`src/rtl/pwm_timer_pkg.sv`:
```
// constants and carrier types of the pwm clock and channel timer block
// Overview of operation
// - clock a and clock b are the bus clock divided by 1 to 128, three-bit select each
// - freeze stop enable plus active freeze signal halts the prescaler input
// - prescaler input can be gated off while every channel is disabled
// - scaled clock is an 8-bit reloading down counter pulsing at one, then halved
// - scale value zero counts as 256, giving base clock divided by 512
// - writing a scale register reloads its down counter at once
// - each channel picks a, scaled a, b or scaled b with two select bits
// - after reset channels 0,1,4,5 use clock a and 2,3,6,7 clock b
// - each channel has 8-bit counter, period and duty; period match sets the period
// - duty match sets the channel output flip-flop when left aligned, toggles it when center aligned
// - enable drives the output at once; counting starts at the second clock tick after it
// - channel clock gated only at a tick; disabled counter holds its value
// - polarity set starts high then low at duty; clear starts low then high
// - while enabled, period and duty writes wait in buffers until period end or reload
// - while disabled, period and duty writes reach buffer and active value together
// - counter write clears it and loads buffered period and duty at once
// - pair select 0 picks a side for channels 0,1, b side for 2,3
// - counter write also forces counting up and output to the polarity level, unless left aligned with duty zero
// - left aligned counts 0 to period-1; period match resets and reloads
// - center aligned counts up to period and down to zero, reloading at zero
package pwm_timer_pkg;
  localparam int NUM_CH = 8;
  localparam logic [2:0] RG_GLOBAL = 3'h0;
  localparam logic [2:0] RG_SCALE = 3'h1;
  localparam logic [2:0] RG_COUNTER = 3'h2;
  localparam logic [2:0] RG_PERIOD = 3'h3;
  localparam logic [2:0] RG_DUTY = 3'h4;
  localparam logic [2:0] IX_ENABLE = 3'h0;
  localparam logic [2:0] IX_POLARITY = 3'h1;
  localparam logic [2:0] IX_SCALED_SEL = 3'h2;
  localparam logic [2:0] IX_PAIR_SEL = 3'h3;
  localparam logic [2:0] IX_CENTER = 3'h4;
  localparam logic [2:0] IX_PRESCALE = 3'h5;
  localparam logic [2:0] IX_CONTROL = 3'h6;
  localparam logic [2:0] IX_STATUS = 3'h7;
  localparam logic [2:0] IX_SCALE_A = 3'h0;
  localparam logic [2:0] IX_SCALE_B = 3'h1;
  localparam int BIT_FREEZE_STOP = 0;
  localparam int BIT_IDLE_GATE = 1;
  localparam int PRE_A_LSB = 0;
  localparam int PRE_B_LSB = 4;
  localparam logic [7:0] RST_REG8 = 8'h00;
  localparam logic [1:0] RST_CONTROL = 2'h0;
  localparam logic [6:0] RST_PRESCALE_CNT = 7'h00;
  localparam logic [1:0] RESP_OKAY = 2'h0;
  localparam logic [1:0] RESP_SLVERR = 2'h2;

  typedef struct packed {
    logic en;
    logic pol;
    logic cae;
  } chan_cfg_t;

  typedef struct packed {
    logic cnt_wr;
    logic per_wr;
    logic duty_wr;
    logic [7:0] data;
  } chan_wr_t;

  typedef enum {RD_IDLE, RD_DATA} rd_state_t;
endpackage

```
`src/rtl/pwm_scaler.sv`:
```
// reloadable scale divider producing a scaled clock enable
`timescale 1ns/10ps
`default_nettype none
module pwm_scaler
  import pwm_timer_pkg::*;
(
  input wire logic i_clk,
  input wire logic i_rst,
  input wire logic i_tick,
  input wire logic i_load,
  input wire logic [7:0] i_scale,
  output logic o_tick
);
  logic [7:0] cnt_reg;
  logic half_reg;
  logic tick_reg;
  wire at_one = (cnt_reg == 8'h01);
  wire pulse = i_tick && at_one;

  always_ff @(posedge i_clk) begin
    if (i_rst) begin
      cnt_reg <= RST_REG8;
      half_reg <= 1'b0;
      tick_reg <= 1'b0;
    end else if (i_load) begin
      cnt_reg <= i_scale;
      half_reg <= 1'b0;
      tick_reg <= 1'b0;
    end else begin
      if (i_tick) begin
        cnt_reg <= at_one ? i_scale : cnt_reg - 8'h01;
      end
      if (pulse) begin
        half_reg <= ~half_reg;
      end
      tick_reg <= pulse && half_reg;
    end
  end

  assign o_tick = tick_reg;
endmodule
`default_nettype wire

```
`src/rtl/pwm_channel.sv`:
```
// one pwm channel timer with double-buffered period and duty
`timescale 1ns/10ps
`default_nettype none
module pwm_channel
  import pwm_timer_pkg::*;
(
  input wire logic i_clk,
  input wire logic i_rst,
  input wire logic i_tick,
  input wire chan_cfg_t i_cfg,
  input wire chan_wr_t i_wr,
  output logic o_pwm,
  output logic [7:0] o_cnt,
  output logic [7:0] o_per,
  output logic [7:0] o_duty
);
  logic run_reg, up_reg, q_reg, pwm_reg, up_next, q_next;
  logic [7:0] cnt_reg, per_buf_reg, duty_buf_reg, per_act_reg, duty_act_reg, cnt_next;
  wire step = i_tick && run_reg && i_cfg.en;
  wire [8:0] cnt_inc = {1'b0, cnt_reg} + 9'h001;
  wire left_wrap = (cnt_inc >= {1'b0, per_act_reg});
  wire top_turn = up_reg && (cnt_reg >= per_act_reg) && (cnt_reg != 8'h00);
  wire bot_turn = !up_reg && (cnt_reg <= 8'h01);
  wire [7:0] per_new = i_wr.per_wr ? i_wr.data : per_buf_reg;
  wire [7:0] duty_new = i_wr.duty_wr ? i_wr.data : duty_buf_reg;
  wire reload = i_wr.cnt_wr || !i_cfg.en || (step && (i_cfg.cae ? bot_turn : left_wrap));

  always_comb begin
    cnt_next = cnt_reg;
    up_next = up_reg;
    q_next = q_reg;
    if (i_wr.cnt_wr) begin
      cnt_next = 8'h00;
      up_next = 1'b1;
      q_next = !i_cfg.cae && (duty_new == 8'h00);
    end else if (step && !i_cfg.cae) begin
      if (left_wrap) begin
        cnt_next = 8'h00;
        q_next = (duty_new == 8'h00);
      end else begin
        cnt_next = cnt_inc[7:0];
        q_next = q_reg | (cnt_inc[7:0] == duty_act_reg);
      end
    end else if (step) begin
      if (top_turn) begin
        cnt_next = cnt_reg - 8'h01;
        up_next = 1'b0;
        q_next = q_reg ^ (cnt_next == duty_act_reg);
      end else if (bot_turn) begin
        cnt_next = 8'h00;
        up_next = 1'b1;
        q_next = 1'b0;
      end else if (up_reg && per_act_reg != 8'h00) begin
        cnt_next = cnt_inc[7:0];
        q_next = q_reg ^ (cnt_inc[7:0] == duty_act_reg);
      end else if (!up_reg) begin
        cnt_next = cnt_reg - 8'h01;
        q_next = q_reg ^ (cnt_next == duty_act_reg);
      end
    end
  end

  always_ff @(posedge i_clk) begin
    if (i_rst) begin
      run_reg <= 1'b0;
      up_reg <= 1'b1;
      q_reg <= 1'b0;
      pwm_reg <= 1'b0;
      cnt_reg <= RST_REG8;
      per_buf_reg <= RST_REG8;
      duty_buf_reg <= RST_REG8;
      per_act_reg <= RST_REG8;
      duty_act_reg <= RST_REG8;
    end else begin
      if (i_tick) begin
        run_reg <= i_cfg.en;
      end
      up_reg <= up_next;
      q_reg <= q_next;
      pwm_reg <= i_cfg.en && (i_cfg.pol ? !q_next : q_next);
      cnt_reg <= cnt_next;
      per_buf_reg <= per_new;
      duty_buf_reg <= duty_new;
      per_act_reg <= reload ? per_new : per_act_reg;
      duty_act_reg <= reload ? duty_new : duty_act_reg;
    end
  end

  assign o_pwm = pwm_reg;
  assign o_cnt = cnt_reg;
  assign o_per = per_buf_reg;
  assign o_duty = duty_buf_reg;
endmodule
`default_nettype wire

```
`src/rtl/pwm_timer_top.sv`:
```
// pwm clock tree, channel timers and axi4-lite register slave
//
// The AXI4-Lite slave port and the register offsets were left to the implementer.
`timescale 1ns/10ps
`default_nettype none
module pwm_timer_top
  import pwm_timer_pkg::*;
(
  input wire logic i_clk,
  input wire logic i_rst,
  input wire logic i_awvalid,
  output logic o_awready,
  input wire logic [7:0] i_awaddr,
  input wire logic i_wvalid,
  output logic o_wready,
  input wire logic [31:0] i_wdata,
  input wire logic [3:0] i_wstrb,
  output logic o_bvalid,
  input wire logic i_bready,
  output logic [1:0] o_bresp,
  input wire logic i_arvalid,
  output logic o_arready,
  input wire logic [7:0] i_araddr,
  output logic o_rvalid,
  input wire logic i_rready,
  output logic [31:0] o_rdata,
  output logic [1:0] o_rresp,
  input wire logic i_freeze,
  output logic [7:0] o_pwm
);
  // software registers
  logic [7:0] enable_reg;
  logic [7:0] polarity_reg;
  logic [7:0] scaled_select_reg;
  logic [7:0] pair_select_reg;
  logic [7:0] center_align_reg;
  logic [7:0] prescale_select_reg;
  logic [1:0] pwm_control_reg;
  logic [7:0] scale_a_value;
  logic [7:0] scale_b_value;

  // write channel state
  logic awready_reg;
  logic wready_reg;
  logic aw_full_reg;
  logic w_full_reg;
  logic bvalid_reg;
  logic [1:0] bresp_reg;
  logic [7:0] waddr_reg;
  logic [7:0] wdata_reg;
  logic wbyte_reg;

  // read channel state
  rd_state_t rd_state_reg;
  logic arready_reg;
  logic rvalid_reg;
  logic [31:0] rdata_reg;
  logic [1:0] rresp_reg;
  logic [7:0] rd_word;
  logic rd_ok;

  // clock tree
  logic [1:0] freeze_sync_reg;
  logic [6:0] pre_cnt_reg;
  logic ce_sa;
  logic ce_sb;

  // channel side
  logic [7:0] ch_tick;
  logic [7:0] ch_pwm;
  logic [7:0] ch_cnt [NUM_CH];
  logic [7:0] ch_per [NUM_CH];
  logic [7:0] ch_duty [NUM_CH];
  chan_wr_t ch_wr [NUM_CH];

  // write handshake
  wire aw_take = i_awvalid && awready_reg;
  wire w_take = i_wvalid && wready_reg;
  wire do_wr = aw_full_reg && w_full_reg && !bvalid_reg;
  wire aw_full_next = (aw_full_reg || aw_take) && !do_wr;
  wire w_full_next = (w_full_reg || w_take) && !do_wr;
  wire b_done = bvalid_reg && i_bready;

  // write decode
  wire [2:0] w_rg = waddr_reg[7:5];
  wire [2:0] w_ix = waddr_reg[4:2];
  wire wr_en = do_wr && wbyte_reg;
  wire wr_glob = wr_en && (w_rg == RG_GLOBAL);
  wire wr_enable = wr_glob && (w_ix == IX_ENABLE);
  wire wr_polarity = wr_glob && (w_ix == IX_POLARITY);
  wire wr_scaled_sel = wr_glob && (w_ix == IX_SCALED_SEL);
  wire wr_pair_sel = wr_glob && (w_ix == IX_PAIR_SEL);
  wire wr_center = wr_glob && (w_ix == IX_CENTER);
  wire wr_prescale = wr_glob && (w_ix == IX_PRESCALE);
  wire wr_control = wr_glob && (w_ix == IX_CONTROL);
  wire wr_scale_a = wr_en && (w_rg == RG_SCALE) && (w_ix == IX_SCALE_A);
  wire wr_scale_b = wr_en && (w_rg == RG_SCALE) && (w_ix == IX_SCALE_B);
  wire w_mapped = (w_rg == RG_GLOBAL)
    || ((w_rg == RG_SCALE) && (w_ix <= IX_SCALE_B))
    || ((w_rg >= RG_COUNTER) && (w_rg <= RG_DUTY));

  // read decode
  wire ar_take = i_arvalid && arready_reg;
  wire [2:0] r_rg = i_araddr[7:5];
  wire [2:0] r_ix = i_araddr[4:2];

  // prescaler gating and divided clock enables
  wire frozen = pwm_control_reg[BIT_FREEZE_STOP] && freeze_sync_reg[1];
  wire idle_off = pwm_control_reg[BIT_IDLE_GATE] && (enable_reg == 8'h00);
  wire pre_run = !frozen && !idle_off;
  wire [2:0] clock_a_divide_sel = prescale_select_reg[PRE_A_LSB +: 3];
  wire [2:0] clock_b_divide_sel = prescale_select_reg[PRE_B_LSB +: 3];
  wire [7:0] span_a = (8'h01 << clock_a_divide_sel) - 8'h01;
  wire [7:0] span_b = (8'h01 << clock_b_divide_sel) - 8'h01;
  wire ce_a = pre_run && ((pre_cnt_reg & span_a[6:0]) == span_a[6:0]);
  wire ce_b = pre_run && ((pre_cnt_reg & span_b[6:0]) == span_b[6:0]);
  wire [7:0] scale_a_load = wr_scale_a ? wdata_reg : scale_a_value;
  wire [7:0] scale_b_load = wr_scale_b ? wdata_reg : scale_b_value;

  always_ff @(posedge i_clk) begin
    if (i_rst) begin
      freeze_sync_reg <= 2'h0;
      pre_cnt_reg <= RST_PRESCALE_CNT;
    end else begin
      freeze_sync_reg <= {freeze_sync_reg[0], i_freeze};
      if (pre_run) begin
        pre_cnt_reg <= pre_cnt_reg + 7'h01;
      end
    end
  end

  pwm_scaler scaler_a (
    .i_clk(i_clk),
    .i_rst(i_rst),
    .i_tick(ce_a),
    .i_load(wr_scale_a),
    .i_scale(scale_a_load),
    .o_tick(ce_sa)
  );

  pwm_scaler scaler_b (
    .i_clk(i_clk),
    .i_rst(i_rst),
    .i_tick(ce_b),
    .i_load(wr_scale_b),
    .i_scale(scale_b_load),
    .o_tick(ce_sb)
  );

  // per-channel clock select and timers
  for (genvar i = 0; i < NUM_CH; i++) begin : g_ch
    localparam logic FLIP_AB = 1'((i / 2) % 2);
    wire use_b = pair_select_reg[i] ^ FLIP_AB;
    wire tick_a = scaled_select_reg[i] ? ce_sa : ce_a;
    wire tick_b = scaled_select_reg[i] ? ce_sb : ce_b;
    wire chan_cfg_t cfg = '{en: enable_reg[i], pol: polarity_reg[i], cae: center_align_reg[i]};
    assign ch_tick[i] = use_b ? tick_b : tick_a;
    assign ch_wr[i].cnt_wr = wr_en && (w_rg == RG_COUNTER) && (w_ix == 3'(i));
    assign ch_wr[i].per_wr = wr_en && (w_rg == RG_PERIOD) && (w_ix == 3'(i));
    assign ch_wr[i].duty_wr = wr_en && (w_rg == RG_DUTY) && (w_ix == 3'(i));
    assign ch_wr[i].data = wdata_reg;

    pwm_channel chan (
      .i_clk(i_clk),
      .i_rst(i_rst),
      .i_tick(ch_tick[i]),
      .i_cfg(cfg),
      .i_wr(ch_wr[i]),
      .o_pwm(ch_pwm[i]),
      .o_cnt(ch_cnt[i]),
      .o_per(ch_per[i]),
      .o_duty(ch_duty[i])
    );
  end

  // register file
  always_ff @(posedge i_clk) begin
    if (i_rst) begin
      enable_reg <= RST_REG8;
      polarity_reg <= RST_REG8;
      scaled_select_reg <= RST_REG8;
      pair_select_reg <= RST_REG8;
      center_align_reg <= RST_REG8;
      prescale_select_reg <= RST_REG8;
      pwm_control_reg <= RST_CONTROL;
      scale_a_value <= RST_REG8;
      scale_b_value <= RST_REG8;
    end else begin
      if (wr_enable) begin
        enable_reg <= wdata_reg;
      end
      if (wr_polarity) begin
        polarity_reg <= wdata_reg;
      end
      if (wr_scaled_sel) begin
        scaled_select_reg <= wdata_reg;
      end
      if (wr_pair_sel) begin
        pair_select_reg <= wdata_reg;
      end
      if (wr_center) begin
        center_align_reg <= wdata_reg;
      end
      if (wr_prescale) begin
        prescale_select_reg <= {1'b0, wdata_reg[6:4], 1'b0, wdata_reg[2:0]};
      end
      if (wr_control) begin
        pwm_control_reg <= wdata_reg[1:0];
      end
      if (wr_scale_a) begin
        scale_a_value <= wdata_reg;
      end
      if (wr_scale_b) begin
        scale_b_value <= wdata_reg;
      end
    end
  end

  // write channel
  always_ff @(posedge i_clk) begin
    if (i_rst) begin
      awready_reg <= 1'b0;
      wready_reg <= 1'b0;
      aw_full_reg <= 1'b0;
      w_full_reg <= 1'b0;
      bvalid_reg <= 1'b0;
      bresp_reg <= RESP_OKAY;
      waddr_reg <= RST_REG8;
      wdata_reg <= RST_REG8;
      wbyte_reg <= 1'b0;
    end else begin
      aw_full_reg <= aw_full_next;
      w_full_reg <= w_full_next;
      awready_reg <= !aw_full_next;
      wready_reg <= !w_full_next;
      if (aw_take) begin
        waddr_reg <= i_awaddr;
      end
      if (w_take) begin
        wdata_reg <= i_wdata[7:0];
        wbyte_reg <= i_wstrb[0];
      end
      if (do_wr) begin
        bvalid_reg <= 1'b1;
        bresp_reg <= w_mapped ? RESP_OKAY : RESP_SLVERR;
      end else if (b_done) begin
        bvalid_reg <= 1'b0;
      end
    end
  end

  // read selection
  always_comb begin
    rd_word = RST_REG8;
    rd_ok = 1'b1;
    if (r_rg == RG_GLOBAL) begin
      if (r_ix == IX_ENABLE) begin
        rd_word = enable_reg;
      end else if (r_ix == IX_POLARITY) begin
        rd_word = polarity_reg;
      end else if (r_ix == IX_SCALED_SEL) begin
        rd_word = scaled_select_reg;
      end else if (r_ix == IX_PAIR_SEL) begin
        rd_word = pair_select_reg;
      end else if (r_ix == IX_CENTER) begin
        rd_word = center_align_reg;
      end else if (r_ix == IX_PRESCALE) begin
        rd_word = prescale_select_reg;
      end else if (r_ix == IX_CONTROL) begin
        rd_word = {6'h00, pwm_control_reg};
      end else begin
        rd_word = ch_pwm;
      end
    end else if ((r_rg == RG_SCALE) && (r_ix == IX_SCALE_A)) begin
      rd_word = scale_a_value;
    end else if ((r_rg == RG_SCALE) && (r_ix == IX_SCALE_B)) begin
      rd_word = scale_b_value;
    end else if (r_rg == RG_COUNTER) begin
      rd_word = ch_cnt[r_ix];
    end else if (r_rg == RG_PERIOD) begin
      rd_word = ch_per[r_ix];
    end else if (r_rg == RG_DUTY) begin
      rd_word = ch_duty[r_ix];
    end else begin
      rd_ok = 1'b0;
    end
  end

  // read channel
  always_ff @(posedge i_clk) begin
    if (i_rst) begin
      rd_state_reg <= RD_IDLE;
      arready_reg <= 1'b0;
      rvalid_reg <= 1'b0;
      rdata_reg <= 32'h0000_0000;
      rresp_reg <= RESP_OKAY;
    end else begin
      case (rd_state_reg)
        RD_IDLE: begin
          arready_reg <= 1'b1;
          if (ar_take) begin
            arready_reg <= 1'b0;
            rvalid_reg <= 1'b1;
            rdata_reg <= {24'h00_0000, rd_word};
            rresp_reg <= rd_ok ? RESP_OKAY : RESP_SLVERR;
            rd_state_reg <= RD_DATA;
          end
        end
        RD_DATA: begin
          if (i_rready) begin
            rvalid_reg <= 1'b0;
            arready_reg <= 1'b1;
            rd_state_reg <= RD_IDLE;
          end
        end
        default: begin
          rd_state_reg <= RD_IDLE;
        end
      endcase
    end
  end

  assign o_awready = awready_reg;
  assign o_wready = wready_reg;
  assign o_bvalid = bvalid_reg;
  assign o_bresp = bresp_reg;
  assign o_arready = arready_reg;
  assign o_rvalid = rvalid_reg;
  assign o_rdata = rdata_reg;
  assign o_rresp = rresp_reg;
  assign o_pwm = ch_pwm;
endmodule
`default_nettype wire

```
`config.mk`:
```
export PLATFORM = sky130hd
export DESIGN_NAME = pwm_timer_top
export DESIGN_NICKNAME = d
export VERILOG_FILES = /design/src/rtl/pwm_timer_pkg.sv /design/src/rtl/pwm_scaler.sv /design/src/rtl/pwm_channel.sv /design/src/rtl/pwm_timer_top.sv
export SDC_FILE = /design/constraint.sdc
export NUM_CORES = 2
export LEC_CHECK = 0
export BUFFER_PORTS_ARGS = -buffer_cell sky130_fd_sc_hd__buf_2
export CAP_MARGIN = 25
export CORE_MARGIN = 2
export CORE_UTILIZATION = 50
export DETAILED_ROUTE_END_ITERATION = 16
export PLACE_DENSITY = 0.66
export SKIP_CTS_REPAIR_TIMING = 1
export SYNTH_ARGS = -nofsm -noshare
export SYNTH_HDL_FRONTEND = slang
export SYNTH_SLANG_ARGS = --single-unit
```
`constraint.sdc`:
```
create_clock -name i_clk -period 4.4 [get_ports i_clk]
set_input_delay 0.88 -clock i_clk [delete_from_list [all_inputs] [get_ports i_clk]]
set_output_delay 0.88 -clock i_clk [all_outputs]
set_load 0.02 [all_outputs]
```
==> summary.txt <==
Top-count cell post-synth - nor2_1
Pre-CTS setup slack - 0.541 ns
Clk_skew - 0.0332 ns
Detailed Routing Iterations Pass 1 - 6
Most Crowded Layer GR - met2
MaxCap Viol Count - 0
Reg-to-reg endpoint - g_ch[7].chan.o_cnt[3]
Layout cells sized above 1 - 11.6%
Setup CP Type - reg2reg
Flop-to-flop setup slack - 0.47 ns
Die area - 64,500 um^2
Startpoint Class - flop
Final #Nets - 3,891
CP max stage delay - 0.66 ns
Vias per cell - 6.09
Slew @ Worst Pin - 0.941 ns
Clock slew at reported path FFs - 0.06 ns
Fillers - 5,805
Fin crit share - 89.3%
Initial DRC Count - 3,064
Final Max Tran Viols - 0
Area leader, netlist - dfxtp_1
Crit-path most repeated cell - or3_1
Worst path cell trace - nand3_1, or3_1, xor2_1, inv_1, ha_1, a211o_1, a211oi_1, o21ai_0, or3_1, a21boi_1, nor3_1, o32ai_1, o22ai_1
Peak VDD IR - 357 uV
First-pass GRT wire length - 153 mm
WHS Path Cells - 1
CTS Buf Count - 55
Hold Crit Class - reg2reg
Synth cell count leaders - nor2_1, dfxtp_1, nand2_1, a21oi_1, mux2i_1
R2R depth - 13
Syn. warnings - 0
Die H - 254 um
Mapped cell area - 31,200 um^2
Hold path startpoint - freeze_sync_reg[0]
Family with the most delay on the worst path - compound AO/OA/AOI/OAI gates
Die Width - 254 um
Overflow after GRT - 0
Seq/Total Area, Yosys - 30.6%
GP Congestion - 0.990
Largest net degree at the start of global routing - 177
Finished Cell Area - 34,100 um^2
Mean post-synth cell area - 8.46 um^2
Wire per inst - 21.9 um
Top_reg_cell synth - dfxtp_1
H-tree levels - 2
Met2 Use GR - 45.9%
Post-DP Area - 32,100 um^2
Crit. End Element - flop
Crit path max-delay cell type - dfxtp_1
# DRC - 0
Via count - 27,645
FF+latch count, synth - 477
Slew margin rel. - 37.0%
Post-route ant nets - 0
CTS Root Buffer Type - clkbuf_16
Min Hold Slack - 0.439 ns
RSZ-0062 raised after global routing - false
Power per cell area - 305 nW/um^2
IO Pins - 109
Area Growth Syn to Fin - 9.28%
Site Rows - 91
Gate Count Post-Synth - 3,693
CTS tree - yes
Fmax - 255 MHz
DP HPWL - 72.9 mm
Util after Layout - 55.3%
Number of synthesized flops with an enable pin - 0
Core area - 61,700 um^2
Post-Route WL - 99.6 mm
Finish-stage setup viols - 0
Leakage - 14.0 nW
Count of input and output buffers - 51
Max clock buf depth - 3
Multi-input logic area - 20,000 um^2
Reg area - 9550 um^2
Met3 usage - 5.19%
Worst endpoint required time - 4.95 ns
Async set-reset flop share out of synthesis - 0%
Global Route met1 Usage - 44.7%
Worst R2R Start - g_ch[7].chan.o_cnt[1]
Worst path depth - 13
Clock Sink Count - 477
Top-area cell type share of the netlist area - 30.6%
Status - finished clean
GRT Overall Usage - 30.7%
Max FO, Critical Path - 12
Critical Path AT - 4.47 ns
Min Tclk post-route - 3.93 ns
Final hold vios - 0
Setup tns final - 0 ns
Final worst slack - 0.473 ns
Initial antenna violation count - 1
Initial Util - 50.6%
Clk_lat worst skew - 0.64 ns
Top post-synthesis cells by area - dfxtp_1, ha_1, mux2i_1
CP Buf/Inv Count - 1
Library cells used by synthesis - 118
Vias in the first global route - 25,420
Worst Hold End - freeze_sync_reg[1]
[worst reg2reg max path, cell delays in order (launching register included)]
cell and delay (ns):
dfxtp_1 0.66, nand3_1 0.22, or3_1 0.36, xor2_1 0.35, inv_1 0.09, ha_1 0.29
a211o_1 0.32, a211oi_1 0.28, o21ai_0 0.19, or3_1 0.45, a21boi_1 0.24, nor3_1 0.20
o32ai_1 0.12, o22ai_1 0.10
[worst max-delay path by stage]
stage	to	from
floorplan	g_ch[2].chan.o_pwm	g_ch[2].chan.o_cnt[2]
global placement	g_ch[2].chan.o_pwm	g_ch[2].chan.o_cnt[1]
detailed placement	g_ch[3].chan.per_act_reg[5]	g_ch[3].chan.o_cnt[0]
CTS	g_ch[3].chan.duty_act_reg[6]	g_ch[3].chan.o_cnt[0]
global route	g_ch[3].chan.duty_act_reg[5]	g_ch[3].chan.o_cnt[0]
finish	g_ch[7].chan.o_cnt[3]	g_ch[7].chan.o_cnt[1]
[power breakdown]
group,total (W),internal (W),switching [W]
sequential,0.00450,0.00440,0.0000980
clock,0.00507,0.00307,0.00201
combinational,0.000837,0.000315,0.000522
[through the flow]
| stage | total power [W] | cells |
|---|---|---|
| after floorplan | 0.00521 | 3718 |
| after global placement | 0.00540 | 4436 |
| after detailed placement | 0.00541 | 4437 |
| after CTS | 0.0104 | 4540 |
| after global routing | 0.0107 | 4541 |
| final | 0.0104 | 4542 |
[cell usage in the layout (no fill, tap or decap), types with 67 or more instances in the layout]
cell | synthesis | layout
nand2_1 | 254 | 254
inv_1 | 156 | 156
xor2_1 | 99 | 99
nand3_1 | 90 | 90
nor2_1 | 506 | 506
o21ai_0 | 144 | 144
a21oi_1 | 219 | 218
xnor2_1 | 112 | 112
nor3_1 | 67 | 67
a211oi_1 | 110 | 110
mux2i_1 | 199 | 199
dfxtp_1 | 477 | 477
buf_4 | 37 | 93
ha_1 | 173 | 173
[per-layer routing]
metal / vias to the layer above / routed length [um]
met5: - / 0
met4: 0 / 3410
li1: 13125 / -
met1: 13179 / 45100
met2: 1145 / 42300
met3: 196 / 8830
[cells by family (layout without fill, tap and decap cells)]
group / Yosys count / count (layout) / synth area share, %
compound gates: 793 / 793 / 17.1
other cells: 1 / 27 / 0.0120
fa+ha+maj: 173 / 173 / 6.93
mux: 317 / 317 / 12.7
simple gates: 1290 / 1290 / 20.1
xor+xnor: 223 / 223 / 6.77
flops: 477 / 477 / 30.6
buf+inv: 419 / 405 / 5.89
[layout make-up]
type | count | area share (%)
clock buffers | 77 | 4.68
inverters | 157 | 1.73
multi-input cells | 2822 | 58.5
diodes | 1 | 0.00733
flip-flops and latches | 477 | 28.0
repair buffers | 145 | 2.92
clock inverters | 26 | 1.16
well taps | 837 | 3.07
Power figures use the tool's default switching activity.
